===== src/inc/rscr_pkg.sv =====
package rscr_pkg;

    // Widths and depth defaults
    localparam int PC_W = 21;
    localparam int STACK_DEPTH = 31;
    localparam int OFFSET_W = 11;

    // Opcodes handled by this block
    localparam logic [15:0] OP_POP = 16'h0006;
    localparam logic [15:0] OP_PUSH = 16'h0005;
    localparam logic [15:0] OP_SOFT_RESET = 16'h00ff;
    localparam logic [15:0] CALL_MASK = 16'hf800;
    localparam logic [15:0] CALL_MATCH = 16'hd800;

    // Values after reset and address step
    localparam logic [PC_W-1:0] PC_RESET = 21'h000000;
    localparam logic [PC_W-1:0] PC_STEP = 21'h000002;
    localparam logic [PC_W-1:0] TOP_RESET = 21'h000000;

    // Quarters of one instruction cycle, one clock each
    typedef enum logic [3:0] {
        RSCR_Q1 = 4'h1,
        RSCR_Q2 = 4'h2,
        RSCR_Q3 = 4'h4,
        RSCR_Q4 = 4'h8
    } rscr_quarter_t;

    // Kind of instruction in flight
    typedef enum logic [5:0] {
        RSCR_K_IDLE = 6'h01,
        RSCR_K_OTHER = 6'h02,
        RSCR_K_POP = 6'h04,
        RSCR_K_PUSH = 6'h08,
        RSCR_K_CALL = 6'h10,
        RSCR_K_RESET = 6'h20
    } rscr_kind_t;

endpackage : rscr_pkg


===== src/inc/rscr_stack_if.sv =====
`timescale 1ns/1ps
interface rscr_stack_if #(
    parameter int W = 21,
    parameter int LW = 5
) ();
    logic push;
    logic pop;
    logic clear;
    logic [W-1:0] push_data;
    logic [W-1:0] top;
    logic [LW-1:0] level;

    modport exec (output push, output pop, output clear, output push_data,
                  input top, input level);
    modport stack (input push, input pop, input clear, input push_data,
                   output top, output level);
endinterface : rscr_stack_if


===== src/rscr_return_stack.sv =====
`timescale 1ns/1ps
module rscr_return_stack #(
    parameter int DEPTH = rscr_pkg::STACK_DEPTH,
    parameter int W = rscr_pkg::PC_W,
    parameter int LW = $clog2(DEPTH + 1)
) (
    input wire logic clk_i,
    input wire logic rst_i,
    rscr_stack_if.stack sif
);
    logic [W-1:0] top_q;
    logic [LW-1:0] level_q;
    logic [W-1:0] mem_q [DEPTH-1];

    // Top kept in its own flop so the output needs no read mux
    wire [LW-1:0] below_idx = level_q - LW'(1);
    wire [LW-1:0] pop_idx = level_q - LW'(2);
    wire can_push = sif.push && (level_q != LW'(DEPTH));
    wire can_pop = sif.pop && (level_q != LW'(0));
    wire [W-1:0] next_down = (level_q > LW'(1)) ? mem_q[pop_idx] : rscr_pkg::TOP_RESET;

    // Overflow and underflow are ignored; a push when full or a pop when empty changes nothing
    always_ff @(posedge clk_i or posedge rst_i) begin
        if (rst_i) begin
            top_q <= rscr_pkg::TOP_RESET;
            level_q <= '0;
        end else if (sif.clear) begin
            top_q <= rscr_pkg::TOP_RESET;
            level_q <= '0;
        end else if (can_push) begin
            top_q <= sif.push_data;
            level_q <= level_q + LW'(1);
        end else if (can_pop) begin
            top_q <= next_down;
            level_q <= level_q - LW'(1);
        end
    end

    // Entries below the top are data only, no reset needed
    always_ff @(posedge clk_i) begin
        if (can_push && !sif.clear && (level_q != LW'(0))) begin
            mem_q[below_idx] <= top_q;
        end
    end

    assign sif.top = top_q;
    assign sif.level = level_q;

endmodule : rscr_return_stack


===== src/rscr_exec.sv =====
`timescale 1ns/1ps
module rscr_exec #(
    parameter int PC_W = rscr_pkg::PC_W,
    parameter int DEPTH = rscr_pkg::STACK_DEPTH,
    parameter int LW = $clog2(DEPTH + 1)
) (
    input wire logic clk_i,
    input wire logic rst_i,
    input wire logic [15:0] instr_i,
    input wire logic instr_valid_i,
    output logic [PC_W-1:0] program_counter_o,
    output logic [PC_W-1:0] top_of_stack_entry_o,
    output logic [LW-1:0] stack_level_o,
    output logic decode_phase_o,
    output logic refill_o,
    output logic soft_reset_o
);
    rscr_stack_if #(.W(PC_W), .LW(LW)) sif ();

    rscr_return_stack #(
        .DEPTH(DEPTH),
        .W(PC_W),
        .LW(LW)
    ) u_stack (
        .clk_i(clk_i),
        .rst_i(rst_i),
        .sif(sif)
    );

    rscr_pkg::rscr_quarter_t st_q;
    rscr_pkg::rscr_quarter_t st_d;
    rscr_pkg::rscr_kind_t kind_q;
    rscr_pkg::rscr_kind_t kind_d;
    rscr_pkg::rscr_kind_t dec_kind;
    logic [PC_W-1:0] pc_q;
    logic [PC_W-1:0] pc_d;
    logic [rscr_pkg::OFFSET_W-1:0] offs_q;
    logic refill_q;
    logic refill_d;
    logic soft_q;

    // Opcode decode
    wire is_pop = (instr_i == rscr_pkg::OP_POP);
    wire is_push = (instr_i == rscr_pkg::OP_PUSH);
    wire is_call = ((instr_i & rscr_pkg::CALL_MASK) == rscr_pkg::CALL_MATCH);
    wire is_rst = (instr_i == rscr_pkg::OP_SOFT_RESET);
    assign dec_kind = is_pop ? rscr_pkg::RSCR_K_POP :
                      is_push ? rscr_pkg::RSCR_K_PUSH :
                      is_call ? rscr_pkg::RSCR_K_CALL :
                      is_rst ? rscr_pkg::RSCR_K_RESET : rscr_pkg::RSCR_K_OTHER;

    // Instructions are only taken in the decode quarter and never while refilling
    wire in_q1 = (st_q == rscr_pkg::RSCR_Q1);
    wire in_q2 = (st_q == rscr_pkg::RSCR_Q2);
    wire in_q3 = (st_q == rscr_pkg::RSCR_Q3);
    wire in_q4 = (st_q == rscr_pkg::RSCR_Q4);
    wire take = in_q1 && instr_valid_i && !refill_q;

    // Stack strobes per quarter
    wire k_call = (kind_q == rscr_pkg::RSCR_K_CALL);
    wire do_push = in_q2 && (k_call || (kind_q == rscr_pkg::RSCR_K_PUSH));
    wire do_pop = in_q3 && (kind_q == rscr_pkg::RSCR_K_POP);
    wire do_soft = in_q2 && (kind_q == rscr_pkg::RSCR_K_RESET);

    // Return address and call target; offset is sign extended and doubled
    wire [PC_W-1:0] pc_inc = pc_q + rscr_pkg::PC_STEP;
    wire [PC_W-1:0] offs_x2 = {{(PC_W-rscr_pkg::OFFSET_W-1){offs_q[rscr_pkg::OFFSET_W-1]}},
                               offs_q, 1'b0};
    wire [PC_W-1:0] call_target = pc_inc + offs_x2;
    wire pc_write = in_q4 && (kind_q != rscr_pkg::RSCR_K_IDLE);

    assign sif.push = do_push;
    assign sif.pop = do_pop;
    assign sif.clear = do_soft;
    assign sif.push_data = pc_inc;

    // Next quarter; soft reset drops back to decode at once
    assign st_d = do_soft ? rscr_pkg::RSCR_Q1 :
                  in_q1 ? rscr_pkg::RSCR_Q2 :
                  in_q2 ? rscr_pkg::RSCR_Q3 :
                  in_q3 ? rscr_pkg::RSCR_Q4 : rscr_pkg::RSCR_Q1;

    // Kind is latched at decode and held for the whole instruction cycle
    assign kind_d = do_soft ? rscr_pkg::RSCR_K_IDLE :
                    in_q1 ? (take ? dec_kind : rscr_pkg::RSCR_K_IDLE) : kind_q;

    // Program counter written in the last quarter, so the push sees the old value
    assign pc_d = do_soft ? rscr_pkg::PC_RESET :
                  (pc_write && k_call) ? call_target :
                  pc_write ? pc_inc : pc_q;

    // One idle instruction cycle follows a call while fetch refills
    assign refill_d = do_soft ? 1'b0 :
                      in_q4 ? (pc_write && k_call) : refill_q;

    // Sequencer state
    always_ff @(posedge clk_i or posedge rst_i) begin
        if (rst_i) begin
            st_q <= rscr_pkg::RSCR_Q1;
            kind_q <= rscr_pkg::RSCR_K_IDLE;
        end else begin
            st_q <= st_d;
            kind_q <= kind_d;
        end
    end

    // Program counter, refill flag and soft reset pulse
    always_ff @(posedge clk_i or posedge rst_i) begin
        if (rst_i) begin
            pc_q <= rscr_pkg::PC_RESET;
            refill_q <= 1'b0;
            soft_q <= 1'b0;
        end else begin
            pc_q <= pc_d;
            refill_q <= refill_d;
            soft_q <= do_soft;
        end
    end

    // Offset field captured with the opcode
    always_ff @(posedge clk_i or posedge rst_i) begin
        if (rst_i) begin
            offs_q <= '0;
        end else if (do_soft) begin
            offs_q <= '0;
        end else if (take) begin
            offs_q <= instr_i[rscr_pkg::OFFSET_W-1:0];
        end
    end

    assign program_counter_o = pc_q;
    assign top_of_stack_entry_o = sif.top;
    assign stack_level_o = sif.level;
    assign decode_phase_o = st_q[0];
    assign refill_o = refill_q;
    assign soft_reset_o = soft_q;

    // Helpers for the checks below
    wire [PC_W-1:0] off_now_x2 = {{(PC_W-rscr_pkg::OFFSET_W-1){instr_i[rscr_pkg::OFFSET_W-1]}},
                                  instr_i[rscr_pkg::OFFSET_W-1:0], 1'b0};
    wire [PC_W-1:0] target_now = pc_q + rscr_pkg::PC_STEP + off_now_x2;
    wire room = (sif.level != LW'(DEPTH));
    wire deep = (sif.level > LW'(1));
    // Smallest jump distance a backward call can show once wrapped to the address width
    wire [PC_W-1:0] back_floor = {{(PC_W-rscr_pkg::OFFSET_W){1'b1}}, {rscr_pkg::OFFSET_W{1'b0}}};
endmodule : rscr_exec


===== config.mk =====
export PLATFORM = sky130hd
export DESIGN_NAME = rscr_exec
export DESIGN_NICKNAME = d
export VERILOG_FILES = /design/src/inc/rscr_pkg.sv /design/src/inc/rscr_stack_if.sv /design/src/rscr_return_stack.sv /design/src/rscr_exec.sv
export SDC_FILE = /design/constraint.sdc
export NUM_CORES = 1
export LEC_CHECK = 0
export BUFFER_PORTS_ARGS = -buffer_cell sky130_fd_sc_hd__buf_2
export CAP_MARGIN = 5
export CORE_MARGIN = 3
export CORE_UTILIZATION = 35
export CTS_CLUSTER_DIAMETER = 30
export DETAILED_ROUTE_END_ITERATION = 8
export PLACE_DENSITY = 0.56
export SLEW_MARGIN = 10
export SYNTH_ARGS = -nofsm -noshare
export SYNTH_HDL_FRONTEND = slang
export SYNTH_SLANG_ARGS = --single-unit
export TNS_END_PERCENT = 5

===== constraint.sdc =====
create_clock -name clk_i -period 4.62 [get_ports clk_i]
set_input_delay 0.693 -clock clk_i [delete_from_list [all_inputs] [get_ports clk_i]]
set_output_delay 0.693 -clock clk_i [all_outputs]
set_load 0.03 [all_outputs]

**Word level (Yosys, flattened, before mapping)**

Memory sizes are Yosys's and may differ from the RTL's.
Index checks and enable logic that the tools add are counted.
W data, S select, Z words.

- Word-level logic and storage cells: 76
- RAM bits: 630
- Memory bits (read-only): 0
- Memories kept: 1
- Latch bits: 0
- Register bits: 70

- Div/mod/pow operators: 0
- Reduce and logical (&&, ||, !) cells: 20
- Eq/ne operators: 14
- Shifts and indexed selects: 0
- $mul: 0
- Bitwise operators: 0
- Mux-type cells: 27
- $add $sub $neg: 5
- Order comparisons: 1

Memories:

| memory | words | bits a word | read ports | clocked after Yosys merged registers in | wr ports | line | text |
|---|---|---|---|---|---|---|---|
| u_stack.mem_q | 30 | 21 | 1 | 0 | 1 | rscr_return_stack.sv:13 | `logic [W-1:0] mem_q [DEPTH-1];` |

Operator list:

| kind | number |
|---|---|
| $mux W21 | 7 |
| $mux W6 | 7 |
| $eq A16 B3 Y1 const B | 2 |
| $mux W11 | 2 |
| $add A21 B2 Y21 const B | 1 |
| $add A21 B21 Y21 | 1 |
| $eq A16 B8 Y1 const B | 1 |
| $mux W4 | 4 |
| $mux W5 | 3 |
| $logic_and A1 B1 Y1 | 11 |
| $eq A6 B3 Y1 const B | 1 |
| $eq A6 B4 Y1 const B | 1 |
| $eq A6 B5 Y1 const B | 1 |
| $eq A6 B6 Y1 const B | 1 |
| $ne A6 B1 Y1 const B | 1 |
| $reduce_bool A2 Y1 | 3 |
| $reduce_bool A3 Y1 | 2 |
| $add A5 B1 Y5 const B | 1 |
| $eq A5 B5 Y1 const B | 1 |
| $gt A5 B1 Y1 const B | 1 |
| $ne A5 B5 Y1 const B | 1 |
| $reduce_bool A5 Y1 | 1 |
| $sub A5 B1 Y5 const B | 1 |
| $sub A5 B2 Y5 const B | 1 |
| 7 further kinds | 11 |

**Depth between registers and ports, before layout**

- Word-level depth: 8
- Mapped depth: 17
- Mapped depth without buffers: 16

**Hierarchy**

A second synthesis with hierarchy kept.

- Cell total of the unflattened synthesis: 1861
- Area total of the unflattened synthesis: 30023.8 sq um

By module, submodules not included:

| module | cells each | sequential area each (sq um) | area each (sq um) | times used |
|---|---|---|---|---|
| rscr_return_stack | 1426 | 19568.8 | 26496.7 | 1 |
| rscr_exec | 435 | 1078.5 | 3527.1 | 1 |

**Worst setup path before layout**

Ideal clock, no wire load.

- Path kind: reg-to-reg
- From: register u_stack.level_q[1] (netlist: u_stack.sif.level[1])
- To: memory u_stack.mem_q[15][0], enable pin
- Setup slack: 0.768 ns
- Data arrival time: 3.454 ns
- Stages on the path, launching flop included: 10
- Setup time: 0.399 ns
- Buffers on the path: 3
- Period minus slack after synthesis: 3.852 ns
- Cell sequence: dfrtp_1 > buf_2 > buf_2 > buf_1 > inv_1 > ha_1 > a21boi_0 > xor2_1 > nand3_1 > nor2_1

- Word-level cells in the longest chain between the ends: 6

Ends and longest elaborated chain:

| what | line | text |
|---|---|---|
| start, declared | rscr_return_stack.sv:12 | `logic [LW-1:0] level_q;` |
| start signal, assigned | rscr_return_stack.sv:32 | `level_q <= level_q + LW'(1);` |
| start signal, assigned | rscr_return_stack.sv:35 | `level_q <= level_q - LW'(1);` |
| $ne A5 B5 Y1 | rscr_return_stack.sv:18 | `wire can_push = sif.push && (level_q != LW'(DEPTH));` |
| $logic_and A1 B1 Y1 | rscr_return_stack.sv:18 |  |
| $logic_and A1 B1 Y1 (2 in a row) | rscr_return_stack.sv:41 | `if (can_push && !sif.clear && (level_q != LW'(0))) begin` |
| $mux W1 | rscr_return_stack.sv:41 |  |
| $mux W1 (implied by the code) | rscr_return_stack.sv:42 | `mem_q[below_idx] <= top_q;` |
| end, declared | rscr_return_stack.sv:13 |  |

Several ways; a longest one is shown, not always the timed one.

**Worst setup path in the final report**

- From: register pc_q[1] (netlist: program_counter_o[1])
- To: register pc_q[20] (netlist: program_counter_o[20])

- Word-level cells in the longest chain between the ends: 4

Ends and longest elaborated chain:

| what | line | text |
|---|---|---|
| start, declared | rscr_exec.sv:35 | `logic [PC_W-1:0] pc_q;` |
| start signal, assigned | rscr_exec.sv:110 | `pc_q <= rscr_pkg::PC_RESET;` |
| start signal, assigned | rscr_exec.sv:114 | `pc_q <= pc_d;` |
| $add A21 B2 Y21 (*) | - |  |
| $add A21 B21 Y21 / $mux W21 (equally long branches) | rscr_exec.sv:69, rscr_exec.sv:90 |  |
| $mux W21 (*) | rscr_exec.sv:89 | `(pc_write && k_call) ? call_target :` |
| $mux W21 (*) | rscr_exec.sv:88 | `assign pc_d = do_soft ? rscr_pkg::PC_RESET :` |

Every way passes the cells marked *; elsewhere a longest branch is shown, timed or not. The select of a mux whose other input is x is not followed.
A chain may end at the register's enable or synchronous reset.

==> impl_metrics.tcl <==
set metrics [dict create \
    grt_max_degree 149 \
    worstPathArrival_ps 4570 \
    die_y_um 292 \
    critPathTopFamily "compound AO/OA/AOI/OAI gates" \
    irDropWorstVdd_mv 0.287 \
    cp_slowest_stage_delay_ps 550 \
    cts_resized 0 \
    rows 104 \
    async_reset_ff_frac 0.0987 \
    switchingPower_mw 3.74 \
    grt_first_pass_wirelength_um 107000 \
    synth_area_mm2 0.0286 \
    cp_slowest_cell "dfrtp_1" \
    numCtsBuffers 139 \
    layout_worst_path_cycle_share 0.860 \
    crit_path_end_kind "register" \
    synth-edff-count 630 \
    final_cell_mix "edfxtp_1 (630), mux4_2 (189), clkbuf_16 (141), buf_4 (82), buf_2 (67)" \
    antenna_found_initial 0 \
    port_buffers 67 \
    die-width_um 292 \
    final_layout_size_suffix_gt1_frac 0.350 \
    clock-sinks 699 \
    vias 15300 \
    cts_tree "done" \
    ctsHoldBuffers 0 \
    rsz0062_at_grt "false" \
    cp_cell_sequence "ha_1 -> and3_1 -> and3_1 -> nand3_1 -> xor2_1 -> inv_1 -> ha_1 -> a21oi_1 -> o21ai_1 -> mux2_2 -> a311o_1 -> a211oi_1 -> xnor2_1 -> nand3_1 -> o211ai_1" \
    finalMaxSlewViolations 0 \
    max_cap_viol_count 0 \
    critical_path_class "reg2reg" \
    cell_internal_pwr_mw 13.7 \
    critical_path_required_ps 5210 \
    fp.dieArea_mm2 0.0853 \
    synthCells 1477 \
    gp_congestion 0.870 \
    ant_nets 0 \
    syn_avg_cell_area_um2 19.4 \
    root_buffer "clkbuf_16" \
    worstMarginPinSlew_ps 1140 \
    power.density_mw_per_mm2 491 \
    diodes 0 \
    vias_per_cell 5.32 \
    synth_nets 1529 \
    fin_cells 2874 \
    ys_warn_count 0 \
    dp_cells 2622 \
    relSlewSlack 0.238 \
    final_common_cell "edfxtp_1" \
    grt_use_total 0.173 \
    ys_types 57 \
    core_region_area_mm2 0.0808 \
    drc 0 \
    p_seq_frac 0.396 \
    fin_nets 1755 \
    synth-seq-cells 699 \
    wire_per_inst_um 25.4 \
    p_sw_frac 0.214 \
    area_delta_synth_final_pct 24.3 \
    ys_seq_area_frac 0.721 \
    status "finished, final reports clean" \
    final-hold-violation-count 0 \
    overflow 0 \
    power.share.combinational 0.034 \
    finalClockSkew_ps 23.6 \
    max_freq_mhz 252 \
    wl_um 72900 \
    crit_buf_inv 1 \
    clk_latency_ps 700 \
    cp_max_fo 9 \
    setup_violations 0 \
    total_leakage_power_nw 13.0 \
    timing.hold.ws_ps 65.2 \
    path_clk_slew_ps 50 \
    holdCritPathClass "in2async" \
    io_pins 69 \
    clockBufferDepth 3 \
    hpwl_um 43800 \
    ys.flop_type "edfxtp_1" \
    fin_crit_ps 3970 \
    detail_route.first_pass.iterations 5 \
    start_kind "register" \
    cts_setup_buffers 0 \
    first_global_vias 16000 \
    tns_ps 0 \
    clock_power_share 0.570 \
    drt_iter0_drc 1479 \
    htree_levels 4 \
    start_util 0.354 \
]
## through the flow
| step | utilization | cell area [um^2] | total power, mW | setup WS, ps |
|---|---|---|---|---|
| after floorplan | - | 28600 | 7.44 | 768 |
| after global placement | 0.382 | 30900 | 7.61 | 777 |
| after detailed placement | 0.382 | 30900 | 7.62 | 723 |
| after CTS | 0.440 | 35600 | 17.6 | 692 |
| after global routing | 0.440 | 35600 | 18.0 | 330 |
| final | 0.440 | 35600 | 17.5 | 648 |
## logic make-up (layout without fill, tap and decap cells)
kind of cell               count (synthesis)  count (layout)  share of synthesized area
AOI/OAI and AO/OA                        160             160                     0.0357
xor gates and xnor gates                  46              46                     0.0141
adders and majority gates                 33              33                     0.0147
buffers and inverters                     85             422                     0.0126
DFF                                      699             699                      0.721
muxes                                    234             234                      0.165
other                                      1               1                   0.000131
and+or+nand+nor                          219             219                     0.0361
## registers in the layout, indices dropped and copies added, names as in the netlist, 4 cells and up
| signal | count |
|---|---|
| st_q | 4 |
| kind_q | 6 |
| offs_q | 11 |
| u_stack.mem_q | 630 |
| program_counter_o | 20 |
| u_stack.sif.top | 21 |
| u_stack.sif.level | 5 |
## metal layers
layer,track usage,wire length [um]
met4,0.0552,1710
met5,0,0
met3,0.0445,4820
met1,0.229,30700
met2,0.280,35700
## worst register-to-register path, delay by kind of cell (launching register included)
family / cells / cell delay (ps)
DFF: 1 / 550
buffers and inverters: 1 / 100
adders and majority gates: 2 / 760
and+or+nand+nor: 4 / 750
AOI/OAI and AO/OA: 5 / 970
xor gates and xnor gates: 2 / 380
muxes: 1 / 360
## cell type report
type / instances / area (um^2)
well taps: 1060 / 1330
repair buffers: 155 / 1070
flip-flops and latches: 699 / 20700
fillers: 6849 / 45200
clock buffers: 161 / 3660
inverters: 15 / 57.6
clock inverters: 91 / 1070
multi-input cells: 693 / 7750
## synthesized netlist by cell type (all sizes together), types with 3 or more instances
master  number  area, um^2
edfxtp     630       18900
mux4       189        4260
nor2        70         263
dfrtp       67        1680
nand2       66         248
o21ai       58         290
clkbuf      38         143
buf         32         161
ha          32         400
a21oi       26         130
xnor2       25         219
mux2i       23         230
a22oi       22         165
mux2        22         248
nand3       21         105
xor2        21         184
inv         15        56.3
nor3        13        65.1
a21o        12        90.1
a22o         9        78.8
and3         9        56.3
nand4        7        43.8
a211oi       6        50.1
nor2b        6        37.5
and4         5        43.8
nand3b       5        37.5
a31oi        4        25.0
o221ai       4        35.0
o31ai        4        30.0
nor4b        3        32.5
## power groups by stage
stage | logic [mW] | clock network [mW] | registers, mW
after floorplan | 0.383 | 0 | 7.05
after global placement | 0.588 | 0 | 7.02
after detailed placement | 0.589 | 0 | 7.03
after CTS | 0.591 | 10.1 | 6.92
after global routing | 0.648 | 10.5 | 6.92
final | 0.588 | 9.95 | 6.92
## path summary, 6_finish.rpt
check	start	end	slack, ps	cells after the start
max in group asynchronous	rst_i	u_stack.sif.level[1]	3420	3
min in group clk_i	instr_i[8]	offs_q[8]	230	3
worst max register to register	program_counter_o[1]	program_counter_o[20]	650	15
worst min register to register	u_stack.sif.top[4]	u_stack.mem_q[22][4]	510	0
worst max-delay path	program_counter_o[1]	program_counter_o[20]	650	15
worst min-delay path	rst_i	u_stack.sif.top[0]	70	2
Power figures use the tool's default switching activity.
